**config.mk**
```make
export PLATFORM = sky130hd
export DESIGN_NAME = card_common_memory_port
export DESIGN_NICKNAME = d
export VERILOG_FILES = /design/src/hdl/card_port_pkg.sv /design/src/hdl/card_sync_if.sv /design/src/hdl/card_common_memory_port.sv /design/src/hdl/card_detect_sync.sv
export SDC_FILE = /design/constraint.sdc
export NUM_CORES = 1
export LEC_CHECK = 0
export BUFFER_PORTS_ARGS = -buffer_cell sky130_fd_sc_hd__buf_2
export CORE_MARGIN = 8
export CORE_UTILIZATION = 52
export CTS_BUF_LIST = sky130_fd_sc_hd__clkbuf_4
export DETAILED_ROUTE_END_ITERATION = 6
export PLACE_DENSITY = 0.85
export SKIP_CTS_REPAIR_TIMING = 1
export SYNTH_ARGS = -nofsm -noshare
export SYNTH_HDL_FRONTEND = slang
export SYNTH_SLANG_ARGS = --single-unit
```
**constraint.sdc**
```tcl
create_clock -name clk -period 2.42 [get_ports clk]
set_clock_uncertainty 0.05 [all_clocks]
set_input_delay 0.484 -clock clk [delete_from_list [all_inputs] [get_ports clk]]
set_output_delay 0.484 -clock clk [all_outputs]
set_load 0.005 [all_outputs]
```
**src/hdl/card_port_pkg.sv**
```systemverilog
/*
 * Constants for the host-side card common memory port.
 * Assumes a 125 MHz system clock; the card itself has no clock.
 */
package card_port_pkg;

   // ****************************************************************
   // Widths
   // ****************************************************************
   localparam int DATA_W = 16;
   localparam int ADDR_W = 11;

   // ****************************************************************
   // Timing
   // ****************************************************************
   localparam int CLK_PERIOD_NS   = 8;
   localparam int ACCESS_TIME_NS  = 300;
   // Strobe width covers the slowest card access, rounded up.
   localparam int STROBE_CYCLES   = (ACCESS_TIME_NS + CLK_PERIOD_NS - 1) / CLK_PERIOD_NS;
   localparam int SETUP_CYCLES    = 1;
   localparam int HOLD_CYCLES     = 1;
   localparam int CNT_W           = 6;
   localparam logic [CNT_W-1:0] STROBE_LAST = CNT_W'(STROBE_CYCLES - 1);
   localparam logic [CNT_W-1:0] SETUP_LAST  = CNT_W'(SETUP_CYCLES - 1);
   localparam logic [CNT_W-1:0] HOLD_LAST   = CNT_W'(HOLD_CYCLES - 1);
   localparam logic [CNT_W-1:0] CNT_ZERO    = 6'h00;

   // ****************************************************************
   // Pin levels
   // ****************************************************************
   localparam logic SPACE_COMMON    = 1'b1;
   localparam logic SPACE_ATTRIBUTE = 1'b0;
   localparam logic ADDR0_LEVEL     = 1'b0;

   typedef enum logic [2:0] {IDLE, SETUP, STROBE, HOLD} phase_e;

endpackage

```
**src/hdl/card_sync_if.sv**
```systemverilog
/*
 * Interface carrying the synchronised card-detect level to the main module.
 * Assumes both ends run on the same clock.
 */
`timescale 1ns/1ns
interface card_sync_if;
   logic present;
   modport source (output present);
   modport sink   (input  present);
endinterface // card_sync_if

```
**src/hdl/card_common_memory_port.sv**
```systemverilog
/*
 * Host controller for a removable storage card in common memory mode.
 * Assumes the user side holds a request until accepted, and that the card
 * drives data only while the read strobe is low.
 */
`timescale 1ns/1ns
module card_common_memory_port
(
   input  wire logic                                clk,
   input  wire logic                                srst,
   input  wire logic                                reqValid,
   output logic                                     reqReady,
   input  wire logic                                reqWrite,
   input  wire logic                                reqAttribute,
   input  wire logic [card_port_pkg::ADDR_W-1:1]   reqAddr,
   input  wire logic [card_port_pkg::DATA_W-1:0]   reqData,
   output logic                                     rspValid,
   output logic [card_port_pkg::DATA_W-1:0]         rspData,
   output logic                                     cardSeated,
   input  wire logic                                cardPresentPin_n,
   output logic [card_port_pkg::ADDR_W-1:0]         cardAddr,
   input  wire logic [card_port_pkg::DATA_W-1:0]    cardDataIn,
   output logic [card_port_pkg::DATA_W-1:0]         cardDataOut,
   output logic                                     cardDataOe,
   output logic                                     cardRead_n,
   output logic                                     cardWrite_n,
   output logic                                     cardSpaceSel,
   output logic                                     card_enable_low_n,
   output logic                                     card_enable_high_n
);

   // ****************************************************************
   // Card detect
   // ****************************************************************
   card_sync_if detect ();

   card_detect_sync u_card_detect_sync
   (
      .clk              (clk),
      .srst             (srst),
      .cardPresentPin_n (cardPresentPin_n),
      .syncOut          (detect.source)
   );

   // ****************************************************************
   // Data capture
   // ****************************************************************
   logic [card_port_pkg::DATA_W-1:0]      dataStage1_reg, dataStage1_next;
   logic [card_port_pkg::DATA_W-1:0]      dataStage2_reg, dataStage2_next;

   // The card drives its data lines with no relation to clk, so they pass two
   // flops before the capture mux; the long strobe hides the two-cycle lag.
   always_comb
   begin
      dataStage1_next = cardDataIn;
      dataStage2_next = dataStage1_reg;
   end

   // Registers only.
   always_ff @(posedge clk)
   begin
      dataStage1_reg <= dataStage1_next;
      dataStage2_reg <= dataStage2_next;
   end

   // ****************************************************************
   // Access sequencer
   // ****************************************************************
   card_port_pkg::phase_e                 phase_reg, phase_next;
   logic [card_port_pkg::CNT_W-1:0]       cnt_reg, cnt_next;
   logic                                  write_reg, write_next;
   logic                                  space_reg, space_next;
   logic [card_port_pkg::ADDR_W-1:1]      addr_reg, addr_next;
   logic [card_port_pkg::DATA_W-1:0]      wdata_reg, wdata_next;
   logic [card_port_pkg::DATA_W-1:0]      rdata_reg, rdata_next;
   logic                                  rsp_reg, rsp_next;
   logic                                  bank_reg, bank_next;
   logic                                  rd_reg, rd_next;
   logic                                  wr_reg, wr_next;

   // Accept only when idle and the card is seated.
   assign reqReady = (phase_reg == card_port_pkg::IDLE) && detect.present;

   // Next-state logic: setup, stretched strobe, hold, with request fields frozen.
   always_comb
   begin
      phase_next = phase_reg;
      cnt_next   = cnt_reg;
      write_next = write_reg;
      space_next = space_reg;
      addr_next  = addr_reg;
      wdata_next = wdata_reg;
      rdata_next = rdata_reg;
      rsp_next   = 1'b0;
      bank_next  = bank_reg;
      rd_next    = 1'b1;
      wr_next    = 1'b1;
      unique case (phase_reg)
         card_port_pkg::IDLE:
         begin
            bank_next = 1'b1;
            if (reqValid && reqReady)
            begin
               write_next = reqWrite;
               // High selects common memory, low attribute memory.
               space_next = reqAttribute ? card_port_pkg::SPACE_ATTRIBUTE
                                         : card_port_pkg::SPACE_COMMON;
               addr_next  = reqAddr;
               wdata_next = reqData;
               bank_next  = 1'b0;
               cnt_next   = card_port_pkg::CNT_ZERO;
               phase_next = card_port_pkg::SETUP;
            end
         end
         card_port_pkg::SETUP:
         begin
            if (cnt_reg == card_port_pkg::SETUP_LAST)
            begin
               cnt_next   = card_port_pkg::CNT_ZERO;
               phase_next = card_port_pkg::STROBE;
               rd_next    = write_reg;
               wr_next    = ~write_reg;
            end
            else
            begin
               cnt_next = cnt_reg + 6'h01;
            end
         end
         card_port_pkg::STROBE:
         begin
            if (cnt_reg == card_port_pkg::STROBE_LAST)
            begin
               // Sample at the end of the stretched strobe, data is settled.
               if (!write_reg)
               begin
                  rdata_next = dataStage2_reg;
               end
               cnt_next   = card_port_pkg::CNT_ZERO;
               phase_next = card_port_pkg::HOLD;
            end
            else
            begin
               cnt_next = cnt_reg + 6'h01;
               rd_next  = rd_reg;
               wr_next  = wr_reg;
            end
         end
         card_port_pkg::HOLD:
         begin
            // Enables and address outlive the strobe by the hold time.
            if (cnt_reg == card_port_pkg::HOLD_LAST)
            begin
               bank_next  = 1'b1;
               rsp_next   = 1'b1;
               phase_next = card_port_pkg::IDLE;
            end
            else
            begin
               cnt_next = cnt_reg + 6'h01;
            end
         end
         default:
         begin
            phase_next = card_port_pkg::IDLE;
         end
      endcase
      if (srst)
      begin
         phase_next = card_port_pkg::IDLE;
         cnt_next   = card_port_pkg::CNT_ZERO;
         write_next = 1'b0;
         space_next = card_port_pkg::SPACE_COMMON;
         addr_next  = '0;
         wdata_next = '0;
         rdata_next = '0;
         rsp_next   = 1'b0;
         bank_next  = 1'b1;
         rd_next    = 1'b1;
         wr_next    = 1'b1;
      end
   end

   // Registers only.
   always_ff @(posedge clk)
   begin
      phase_reg <= phase_next;
      cnt_reg   <= cnt_next;
      write_reg <= write_next;
      space_reg <= space_next;
      addr_reg  <= addr_next;
      wdata_reg <= wdata_next;
      rdata_reg <= rdata_next;
      rsp_reg   <= rsp_next;
      bank_reg  <= bank_next;
      rd_reg    <= rd_next;
      wr_reg    <= wr_next;
   end

   // ****************************************************************
   // Pin drive
   // ****************************************************************
   // Both enables share one bank select, so the card always sees words.
   assign card_enable_low_n  = bank_reg;
   assign card_enable_high_n = bank_reg;
   assign cardAddr           = {addr_reg, card_port_pkg::ADDR0_LEVEL};
   assign cardSpaceSel       = space_reg;
   assign cardRead_n         = rd_reg;
   assign cardWrite_n        = wr_reg;
   // Drive the bus for the whole write access so data surrounds the strobe.
   assign cardDataOe         = write_reg && (phase_reg != card_port_pkg::IDLE);
   assign cardDataOut        = wdata_reg;
   assign rspValid           = rsp_reg;
   assign rspData            = rdata_reg;
   assign cardSeated         = detect.present;

endmodule // card_common_memory_port

```
**src/hdl/card_detect_sync.sv**
```systemverilog
/*
 * Two-flop synchroniser for the card-detect pin.
 * Assumes the pin is asynchronous to clk.
 */
`timescale 1ns/1ns
module card_detect_sync
(
   input  wire logic     clk,
   input  wire logic     srst,
   input  wire logic     cardPresentPin_n,
   card_sync_if.source   syncOut
);
   logic stage1_reg;
   logic stage2_reg;
   logic stage1_next;
   logic stage2_next;

   // Reset loads both stages with the absent level; a pin change reaches present two clocks later.
   always_comb
   begin
      stage1_next = cardPresentPin_n;
      stage2_next = stage1_reg;
      if (srst)
      begin
         stage1_next = 1'b1;
         stage2_next = 1'b1;
      end
   end

   // Registers only.
   always_ff @(posedge clk)
   begin
      stage1_reg <= stage1_next;
      stage2_reg <= stage2_next;
   end

   assign syncOut.present = ~stage2_reg;
endmodule // card_detect_sync

```
-- Word-level counts from Yosys, hierarchy flattened
Cells that the tools add are included.
- $add $sub $neg: 1
- eq/ne operators: 9
- multiplexer cells: 20
- bitwise operators: 3
- reductions and logical operators: 14
- operators with widths (kind ; count):
    $mux W6 ; 4
    $pmux W6 S4 ; 1
    $mux W3 ; 4
    $pmux W3 S4 ; 1
    $ne A2 B2 Y1 const B ; 4
    $mux W1 ; 7
    $add A6 B1 Y6 const B ; 1
    $eq A3 B2 Y1 const B ; 2
    $eq A6 B6 Y1 const B ; 1
    $logic_not A6 Y1 ; 1
    $pmux W1 S2 ; 3
    $reduce_and A3 Y1 ; 2
    $reduce_and A2 Y1 ; 2
    $reduce_and A4 Y1 ; 1
    $reduce_bool A4 Y1 ; 1
    $eq A3 B1 Y1 const B ; 1
    $logic_and A1 B1 Y1 ; 3
    $logic_not A3 Y1 ; 1
    $not A1 Y1 ; 3
    $reduce_bool A3 Y1 ; 1
    $ne A2 B1 Y1 const B ; 1
    $reduce_bool A2 Y1 ; 1
    $reduce_or A2 Y1 ; 1
- flip-flop bits (word level): 91
- bits of input ports: 48
- output and inout bits: 52
- word-level logic and storage cells: 62

-- Depth between registers and ports, before layout
Gate-level depths: netlist of the first run.
- depth after elaboration: 5
- mapped depth: 8
- mapped depth without buffers: 6

-- Hierarchy
From an unflattened synthesis of the first run, not the netlist that was laid out.
- cells, all modules: 301
- area, all modules: 3015.4 µm²
- modules (own cells, without submodules) (module ; times used ; cells each ; area an instance (µm²) ; sequential area each (µm²)):
    card_common_memory_port ; 1 ; 296 ; 2959.1 ; 1761.7
    card_detect_sync ; 1 ; 5 ; 56.3 ; 40.0

-- Least setup slack after synthesis of the first run
No wires, ideal clock.
- kind: reg-to-reg
- from: reg phase_reg[0]
- to: reg rdata_reg (netlist bit rspData[10])
- library setup time: 0.128 ns
- data arrival time: 1.612 ns
- required time: 2.242 ns
- setup slack: 0.630 ns
- stages on the path, launching flop included: 9
- path buffers: 2
- period minus slack after synthesis: 1.790 ns
- cell sequence: dfxtp_1 -> inv_1 -> ha_1 -> nand2b_1 -> or4_1 -> buf_6 -> buf_12 -> mux2i_1 -> nor2_1
- word-level cells in the longest chain between the ends: 2
- RTL lines (element ; line ; source):
    start, declared ; card_common_memory_port.sv:69 ; card_port_pkg::phase_e phase_reg, phase_next;
    start signal, assigned ; card_common_memory_port.sv:186 ; phase_reg <= phase_next;
    $eq A3 B2 Y1 ; card_common_memory_port.sv:98 ; unique case (phase_reg)
    $reduce_and A3 Y1 (no source line) ; n/a ;
    end signal, assigned ; card_common_memory_port.sv:192 ; rdata_reg <= rdata_next;
    end, declared ; card_common_memory_port.sv:75 ; logic [card_port_pkg::DATA_W-1:0] rdata_reg, rdata_next;
Every way passes these cells.
A chain may end at the register's enable or synchronous reset.

-- Worst setup path in the final report of the first run
- from: reg phase_reg[0]
- to: out reqReady
- word-level cells in the longest chain between the ends: 2
- RTL lines (element ; line ; source):
    $logic_not A3 Y1 ; card_common_memory_port.sv:82 ; assign reqReady = (phase_reg == card_port_pkg::IDLE) && detect.present;
    $logic_and A1 B1 Y1 ; card_common_memory_port.sv:82 ;
    end, declared ; card_common_memory_port.sv:12 ; output logic reqReady,
Every way passes these cells.

==> load_flow_metrics.sql, run 1 <==
INSERT INTO impl_metrics (metric_group, metric, value, unit) VALUES
('synth', 'syn-instance-count', '304', ''),
('setup_path', 'r2r_setup_slack', '0.40', 'ns'),
('run_status', 'status', 'complete, no violations', ''),
('clocking', 'clkTransAtPathRegs', '0.15', 'ns'),
('synth', 'synth_area_leaders', 'sky130_fd_sc_hd__dfxtp_1 (59%), sky130_fd_sc_hd__nand2_1 (7.3%), sky130_fd_sc_hd__mux2i_1 (5.2%), sky130_fd_sc_hd__a21oi_1 (4.7%), sky130_fd_sc_hd__ha_1 (3.7%)', ''),
('final_layout', 'final-instance-count-excl-fill', '481', ''),
('power_and_ir_drop', 'max-vdd-ir-drop', '0.527', 'mV'),
('synth', 'netlist.area_leader.share', '58.7', '%'),
('sta', 'worst_pin_slew', '0.537', 'ns'),
('min_path', 'worst_hold_path_type', 'in -> reg', ''),
('detailed_routing', 'ant_nets', '0', ''),
('die', 'initial_core_util', '52.8', '%'),
('synth', 'yosys.cell_count.top_type', 'sky130_fd_sc_hd__dfxtp_1', ''),
('clocking', 'clock_latency', '0.43', 'ns'),
('clocking', 'ctsHtreeMaxLevel', '3', ''),
('synth', 'syn-mean-instance-area', '10.1', 'sq um'),
('detailed_routing', 'first_iter_violations', '104', ''),
('clocking', 'clock_path_buffers', '2', ''),
('die', 'floorplan.rows', '28', ''),
('synth', 'synth_seq_area_share', '58.7', '%'),
('final_layout', 'layout-drive-gt1-share', '31.9', '%'),
('synth', 'yosys_warnings', '0', ''),
('sta', 'max_slew_margin', '63.9', '%'),
('global_routing', 'via_count_of_the_first_global_routing_pass', '2400', ''),
('placement', 'detailedPlace.worstSlack', '0.321', 'ns'),
('clocking', 'root_buffer', 'sky130_fd_sc_hd__clkbuf_4', ''),
('detailed_routing', 'via_count', '2407', ''),
('sta', 'finalSetupViolCount', '0', ''),
('placement', 'hpwl', '4990', 'um'),
('sta', 'finalWorstPathRequiredPeriod', '2.19', 'ns'),
('global_routing', 'globalRouteTotalUtil', '15.8', '%'),
('die', 'die_height', '92.8', 'um'),
('setup_path', 'reg2reg_depth', '6', ''),
('synth', 'netlist-cell-type-count', '45', ''),
('clocking', 'clock_sinks', '90', ''),
('setup_path', 'path_class', 'reg -> out', ''),
('power_and_ir_drop', 'p_leak', '0.00174', 'uW'),
('sta', 'fin_crit_sh', '90.6', '%'),
('clocking', 'tritoncts', 'done', ''),
('die', 'die_area', '8620', 'sq um'),
('setup_path', 'critPathRequiredTime', '1.89', 'ns'),
('min_path', 'whs_path_depth', '1', ''),
('setup_path', 'end_kind', 'output pin', ''),
('synth', 'synth.cells.most_frequent', 'sky130_fd_sc_hd__dfxtp_1 (90), sky130_fd_sc_hd__nand2_1 (60), sky130_fd_sc_hd__a21oi_1 (29)', ''),
('synth', 'synth-edff-count', '0', ''),
('placement', 'gp_congestion', '0.870', ''),
('die', 'floorplan.io_pins', '100', ''),
('die', 'chipWidth', '92.8', 'um'),
('global_routing', 'grt_overflow', '0', ''),
('power_and_ir_drop', 'powerDensity', '780', 'nW/um^2'),
('sta', 'unrepaired_setup_endpoints_after_global_routing', 'false', ''),
('detailed_routing', 'drcViolationCount', '0', ''),
('synth', 'synthesis.nets', '361', ''),
('synth', 'ys_seq_elements', '90', ''),
('setup_path', 'critical_path.startpoint_type', 'flop', ''),
('sta', 'report.final.slew_viol_count', '0', ''),
('final_layout', 'fin_nets', '457', ''),
('sta', 'final.setup.worst_slack', '0.228', 'ns'),
('final_layout', 'area_grow_syn2layout', '22.4', '%'),
('power_and_ir_drop', 'p_total', '2930', 'uW'),
('detailed_routing', 'drtPass1Iterations', '4', ''),
('global_routing', 'antenna_found_initial', '1', ''),
('synth', 'syn_area', '3070', 'sq um'),
('sta', 'fin_hold_viols', '0', ''),
('sta', 'fin_hold_ws', '0.0935', 'ns'),
('clocking', 'numCtsBuffers', '9', ''),
('placement', 'placed_cells_incl_taps', '464', ''),
('detailed_routing', 'route.detailed.wl_per_inst', '13.7', 'um'),
('die', 'core_area', '5820', 'sq um'),
('global_routing', 'largest_net_degree_at_the_start_of_global_routing', '25', ''),
('detailed_routing', 'vias_per_cell', '5.00', ''),
('synth', 'ys_async_sr_fraction', '0', '%'),
('flow_run', 'number_of_maximum_capacitance_violations', '0', ''),
('setup_path', 'worst-path-max-fanout', '11', ''),
('setup_path', 'cp_data_arrival_time', '1.66', 'ns'),
('detailed_routing', 'drt_wl_total', '6590', 'um'),
('placement', 'numPortBuffers', '98', ''),
('sta', 'timing.setup.tns', '0', 'ns'),
('sta', 'clock.fmax', '0.456', 'GHz'),
('synth', 'netlist.top_cell.by_area', 'sky130_fd_sc_hd__dfxtp_1', ''),
('synth', 'synth-main-ff-cell', 'sky130_fd_sc_hd__dfxtp_1', ''),
('global_routing', 'grt_pass1_wl', '11000', 'um');
## routing by layer
metal	routed length [um]	GRT usage (%)	up-vias
met5	0	0	-
met4	111	9.53	0
met3	423	4.05	8
met2	3450	27.3	67
met1	2610	17.0	1119
li1	-	-	1213
## worst max-delay path: stages (launching register included)
cell,delay (ns)
sky130_fd_sc_hd__dfxtp_1,0.38
sky130_fd_sc_hd__inv_1,0.13
sky130_fd_sc_hd__ha_2,0.34
sky130_fd_sc_hd__nor2b_1,0.24
sky130_fd_sc_hd__buf_2,0.16
## cell families after synthesis
logic type | Yosys count | share of synthesized area (%)
compound gates | 57 | 12.1
xor+xnor | 3 | 0.856
fa+ha+maj | 9 | 3.67
buf+inv | 25 | 4.20
flops | 90 | 58.7
mux | 16 | 5.22
other cells | 1 | 0.122
simple gates | 103 | 15.1
## worst paths after layout
path	from	to
worst min register to register	dataStage1_reg[5]$_DFF_P_	dataStage2_reg[5]$_DFF_P_
worst max register to register	phase_reg[0]$_SDFFE_PP0P_	cnt_reg[2]$_SDFFE_PP0P_
worst max-delay path	phase_reg[0]$_SDFFE_PP0P_	reqReady
worst min-delay path	cardDataIn[7]	dataStage1_reg[7]$_DFF_P_
## layout make-up
cell class              count  area (sq um)
flip-flops and latches     90          1800
well taps                  75          93.8
clock inverters             6          75.1
diodes                      1          2.50
repair buffers            103           541
fillers                   478          2060
multi-input cells         189          1140
inverters                   7          26.3
clock buffers              10          75.1
## stage by stage
stage | utilization [%] | instance area [sq um]
after floorplan | - | 3070
after global placement | 61.9 | 3600
after detailed placement | 61.9 | 3600
after CTS | 64.5 | 3750
after global routing | 64.6 | 3760
final | 64.6 | 3760
## power by group
group	internal [uW]	switching [uW]
combinational	198	287
sequential	1550	49.3
clock	341	500
total	2090	836
## layout by cell type (no fill, tap or decap), types with 3 or more instances in the layout
| master | n |
|---|---|
| sky130_fd_sc_hd__inv_1 | 7 |
| sky130_fd_sc_hd__a21oi_1 | 29 |
| sky130_fd_sc_hd__clkbuf_4 | 10 |
| sky130_fd_sc_hd__dfxtp_1 | 90 |
| sky130_fd_sc_hd__nor2_1 | 21 |
| sky130_fd_sc_hd__buf_4 | 4 |
| sky130_fd_sc_hd__buf_2 | 98 |
| sky130_fd_sc_hd__a221oi_1 | 3 |
| sky130_fd_sc_hd__nand2_1 | 60 |
| sky130_fd_sc_hd__mux2i_1 | 16 |
| sky130_fd_sc_hd__nand3_1 | 4 |
| sky130_fd_sc_hd__ha_1 | 8 |
| sky130_fd_sc_hd__o21ai_0 | 5 |
| sky130_fd_sc_hd__xnor2_1 | 3 |
| sky130_fd_sc_hd__a211oi_1 | 3 |
Note: power is estimated with default switching activity, not from simulation.
==> inputs of run 2 (changes only) <==
Settings changed: PLACE_DENSITY 0.85 to 0.82.
==> run 2 against run 1 <==
  * Clock-buffer cell count is 1 lower
  * Fmax is 0.58% higher
  * Utilization is 0.37 points lower
  * Largest power group unchanged
==> load_flow_metrics.sql, run 2 (synthesis gave the netlist of run 1 again) <==
INSERT INTO impl_metrics (metric_group, metric, value, unit) VALUES
('die', 'initial_core_util', '52.8', '%'),
('sta', 'max_slew_margin', '66.2', '%'),
('setup_path', 'critPathRequiredTime', '1.89', 'ns'),
('sta', 'report.final.slew_viol_count', '0', ''),
('sta', 'final.setup.worst_slack', '0.241', 'ns'),
('power_and_ir_drop', 'power.switching', '881', 'uW'),
('setup_path', 'critical_path.reg2reg.startpoint', 'phase_reg[0]$_SDFFE_PP0P_', ''),
('setup_path', 'reg2reg_depth', '6', ''),
('setup_path', 'cp_data_arrival_time', '1.64', 'ns'),
('power_and_ir_drop', 'power_frac_comb', '16.4', '%'),
('power_and_ir_drop', 'share_seq_of_total_power', '55.7', '%'),
('detailed_routing', 'drtPass1Iterations', '4', ''),
('sta', 'finalWorstPathRequiredPeriod', '2.18', 'ns'),
('power_and_ir_drop', 'power_switching_share', '30.6', '%'),
('placement', 'placed_cells_incl_taps', '464', ''),
('sta', 'finalSetupViolCount', '0', ''),
('setup_path', 'worst-path-max-fanout', '11', ''),
('power_and_ir_drop', 'powerDensity', '771', 'nW/um^2'),
('final_layout', 'fillers', '511', ''),
('placement', 'gp_congestion', '0.836', ''),
('setup_path', 'critical_path.startpoint_type', 'flop', ''),
('clocking', 'clkTransAtPathRegs', '0.16', 'ns'),
('global_routing', 'globalRouteTotalUtil', '15.9', '%'),
('die', 'core_area', '5820', 'sq um'),
('setup_path', 'path_class', 'reg -> out', ''),
('die', 'floorplan.io_pins', '100', ''),
('final_layout', 'layout-drive-gt1-share', '31.9', '%'),
('global_routing', 'grt.met1_usage', '16.5', '%'),
('sta', 'unrepaired_setup_endpoints_after_global_routing', 'false', ''),
('run_status', 'status', 'complete, no violations', ''),
('sta', 'clock.fmax', '0.459', 'GHz'),
('power_and_ir_drop', 'max-vdd-ir-drop', '0.485', 'mV'),
('global_routing', 'grt_overflow', '0', ''),
('detailed_routing', 'first_iter_violations', '63', ''),
('final_layout', 'final_cell_mix', 'sky130_fd_sc_hd__buf_2 (98), sky130_fd_sc_hd__dfxtp_1 (90), sky130_fd_sc_hd__nand2_1 (60)', ''),
('clocking', 'clock_sinks', '90', ''),
('setup_path', 'r2r_setup_slack', '0.40', 'ns'),
('global_routing', 'via_count_of_the_first_global_routing_pass', '2389', ''),
('global_routing', 'largest_net_degree_at_the_start_of_global_routing', '28', ''),
('sta', 'worst_pin_slew', '0.503', 'ns'),
('sta', 'fin_hold_viols', '0', ''),
('setup_path', 'startpoint', 'phase_reg[0]$_SDFFE_PP0P_', ''),
('min_path', 'worst_hold_path_type', 'in -> reg', ''),
('global_routing', 'antenna_found_initial', '0', ''),
('detailed_routing', 'drcViolationCount', '0', ''),
('detailed_routing', 'via_count', '2387', ''),
('die', 'floorplan.rows', '28', ''),
('final_layout', 'area_grow_syn2layout', '21.7', '%'),
('die', 'die_area', '8620', 'sq um'),
('placement', 'hpwl', '5040', 'um'),
('setup_path', 'end_kind', 'output pin', ''),
('detailed_routing', 'ant_nets', '0', ''),
('flow_run', 'number_of_maximum_capacitance_violations', '0', ''),
('power_and_ir_drop', 'intPower', '2000', 'uW'),
('detailed_routing', 'route.detailed.wl_per_inst', '14.0', 'um'),
('setup_path', 'critical_path_end', 'reqReady', ''),
('sta', 'timing.setup.tns', '0', 'ns'),
('die', 'chipWidth', '92.8', 'um'),
('sta', 'fin_crit_sh', '90.0', '%'),
('detailed_routing', 'drt_wl_total', '6710', 'um'),
('clocking', 'clock_path_buffers', '2', ''),
('global_routing', 'top_usage_layer', 'met2', ''),
('final_layout', 'final-instance-count-excl-fill', '480', ''),
('setup_path', 'worstReg2RegEnd', 'cnt_reg[2]$_SDFFE_PP0P_', ''),
('power_and_ir_drop', 'p_leak', '0.00174', 'uW'),
('final_layout', 'fin_nets', '457', ''),
('sta', 'fin_hold_ws', '0.0864', 'ns'),
('final_layout', 'antenna-diode-count', '0', ''),
('placement', 'numPortBuffers', '98', ''),
('die', 'die_height', '92.8', 'um'),
('clocking', 'tritoncts', 'done', ''),
('power_and_ir_drop', 'clock_power_share', '28.0', '%'),
('clocking', 'clock_latency', '0.42', 'ns'),
('placement', 'detailedPlace.worstSlack', '0.432', 'ns'),
('global_routing', 'globalRouteMet2Util', '27.5', '%'),
('clocking', 'numCtsBuffers', '9', ''),
('clocking', 'ctsHtreeMaxLevel', '3', ''),
('global_routing', 'gr_layer_usage_met3', '7.36', '%'),
('detailed_routing', 'vias_per_cell', '4.97', ''),
('final_layout', 'layout_commonest_cell', 'sky130_fd_sc_hd__buf_2', ''),
('clocking', 'root_buffer', 'sky130_fd_sc_hd__clkbuf_4', ''),
('final_layout', 'layout.core_utilization', '64.2', '%'),
('global_routing', 'grt_pass1_wl', '11000', 'um');
## run 2: worst min-delay path by stage
stage,endpoint,startpoint,cells past startpoint
after floorplan,dataStage2_reg[0]$_DFF_P_,dataStage1_reg[0]$_DFF_P_,0
after global placement,dataStage2_reg[7]$_DFF_P_,dataStage1_reg[7]$_DFF_P_,0
after detailed placement,dataStage2_reg[10]$_DFF_P_,dataStage1_reg[10]$_DFF_P_,0
after CTS,dataStage1_reg[14]$_DFF_P_,cardDataIn[14],1
after global routing,dataStage1_reg[13]$_DFF_P_,cardDataIn[13],1
final,dataStage1_reg[14]$_DFF_P_,cardDataIn[14],1
## run 2: critical path: stages, from the launching register on
cell and delay (ns):
sky130_fd_sc_hd__dfxtp_1 0.38, sky130_fd_sc_hd__inv_1 0.13, sky130_fd_sc_hd__ha_2 0.34, sky130_fd_sc_hd__nor2b_1 0.23, sky130_fd_sc_hd__buf_2 0.15
## run 2: routing by layer
layer	wire length, um	part of all wire [%]	vias to the layer above
met1	2500	37	1091
met5	0	0	-
met2	3510	52	70
met4	99	1.5	0
met3	602	9.0	8
li1	-	-	1218
## run 2: power groups by stage
stage	combinational, uW	sequential (uW)	clock, uW
global route	527	1610	904
finish	471	1600	805
CTS	468	1600	836
floorplan	334	1630	0
detailed placement	466	1640	0
global placement	457	1630	0
## run 2: stage by stage
| stage | instance area [sq um] | power [uW] |
|---|---|---|
| after floorplan | 3070 | 1960 |
| after global placement | 3590 | 2090 |
| after detailed placement | 3590 | 2100 |
| after CTS | 3730 | 2910 |
| after global routing | 3730 | 3040 |
| final | 3730 | 2880 |
## run 2: cell type report
cell class	instances	area [sq um]	area share (%)
timing repair buffer	103	528	14.1
tap	75	93.8	2.51
sequential	90	1800	48.2
clock buffer	9	67.6	1.81
multi-input combinational	189	1140	30.6
inverter	7	26.3	0.704
clock inverter	7	76.3	2.04
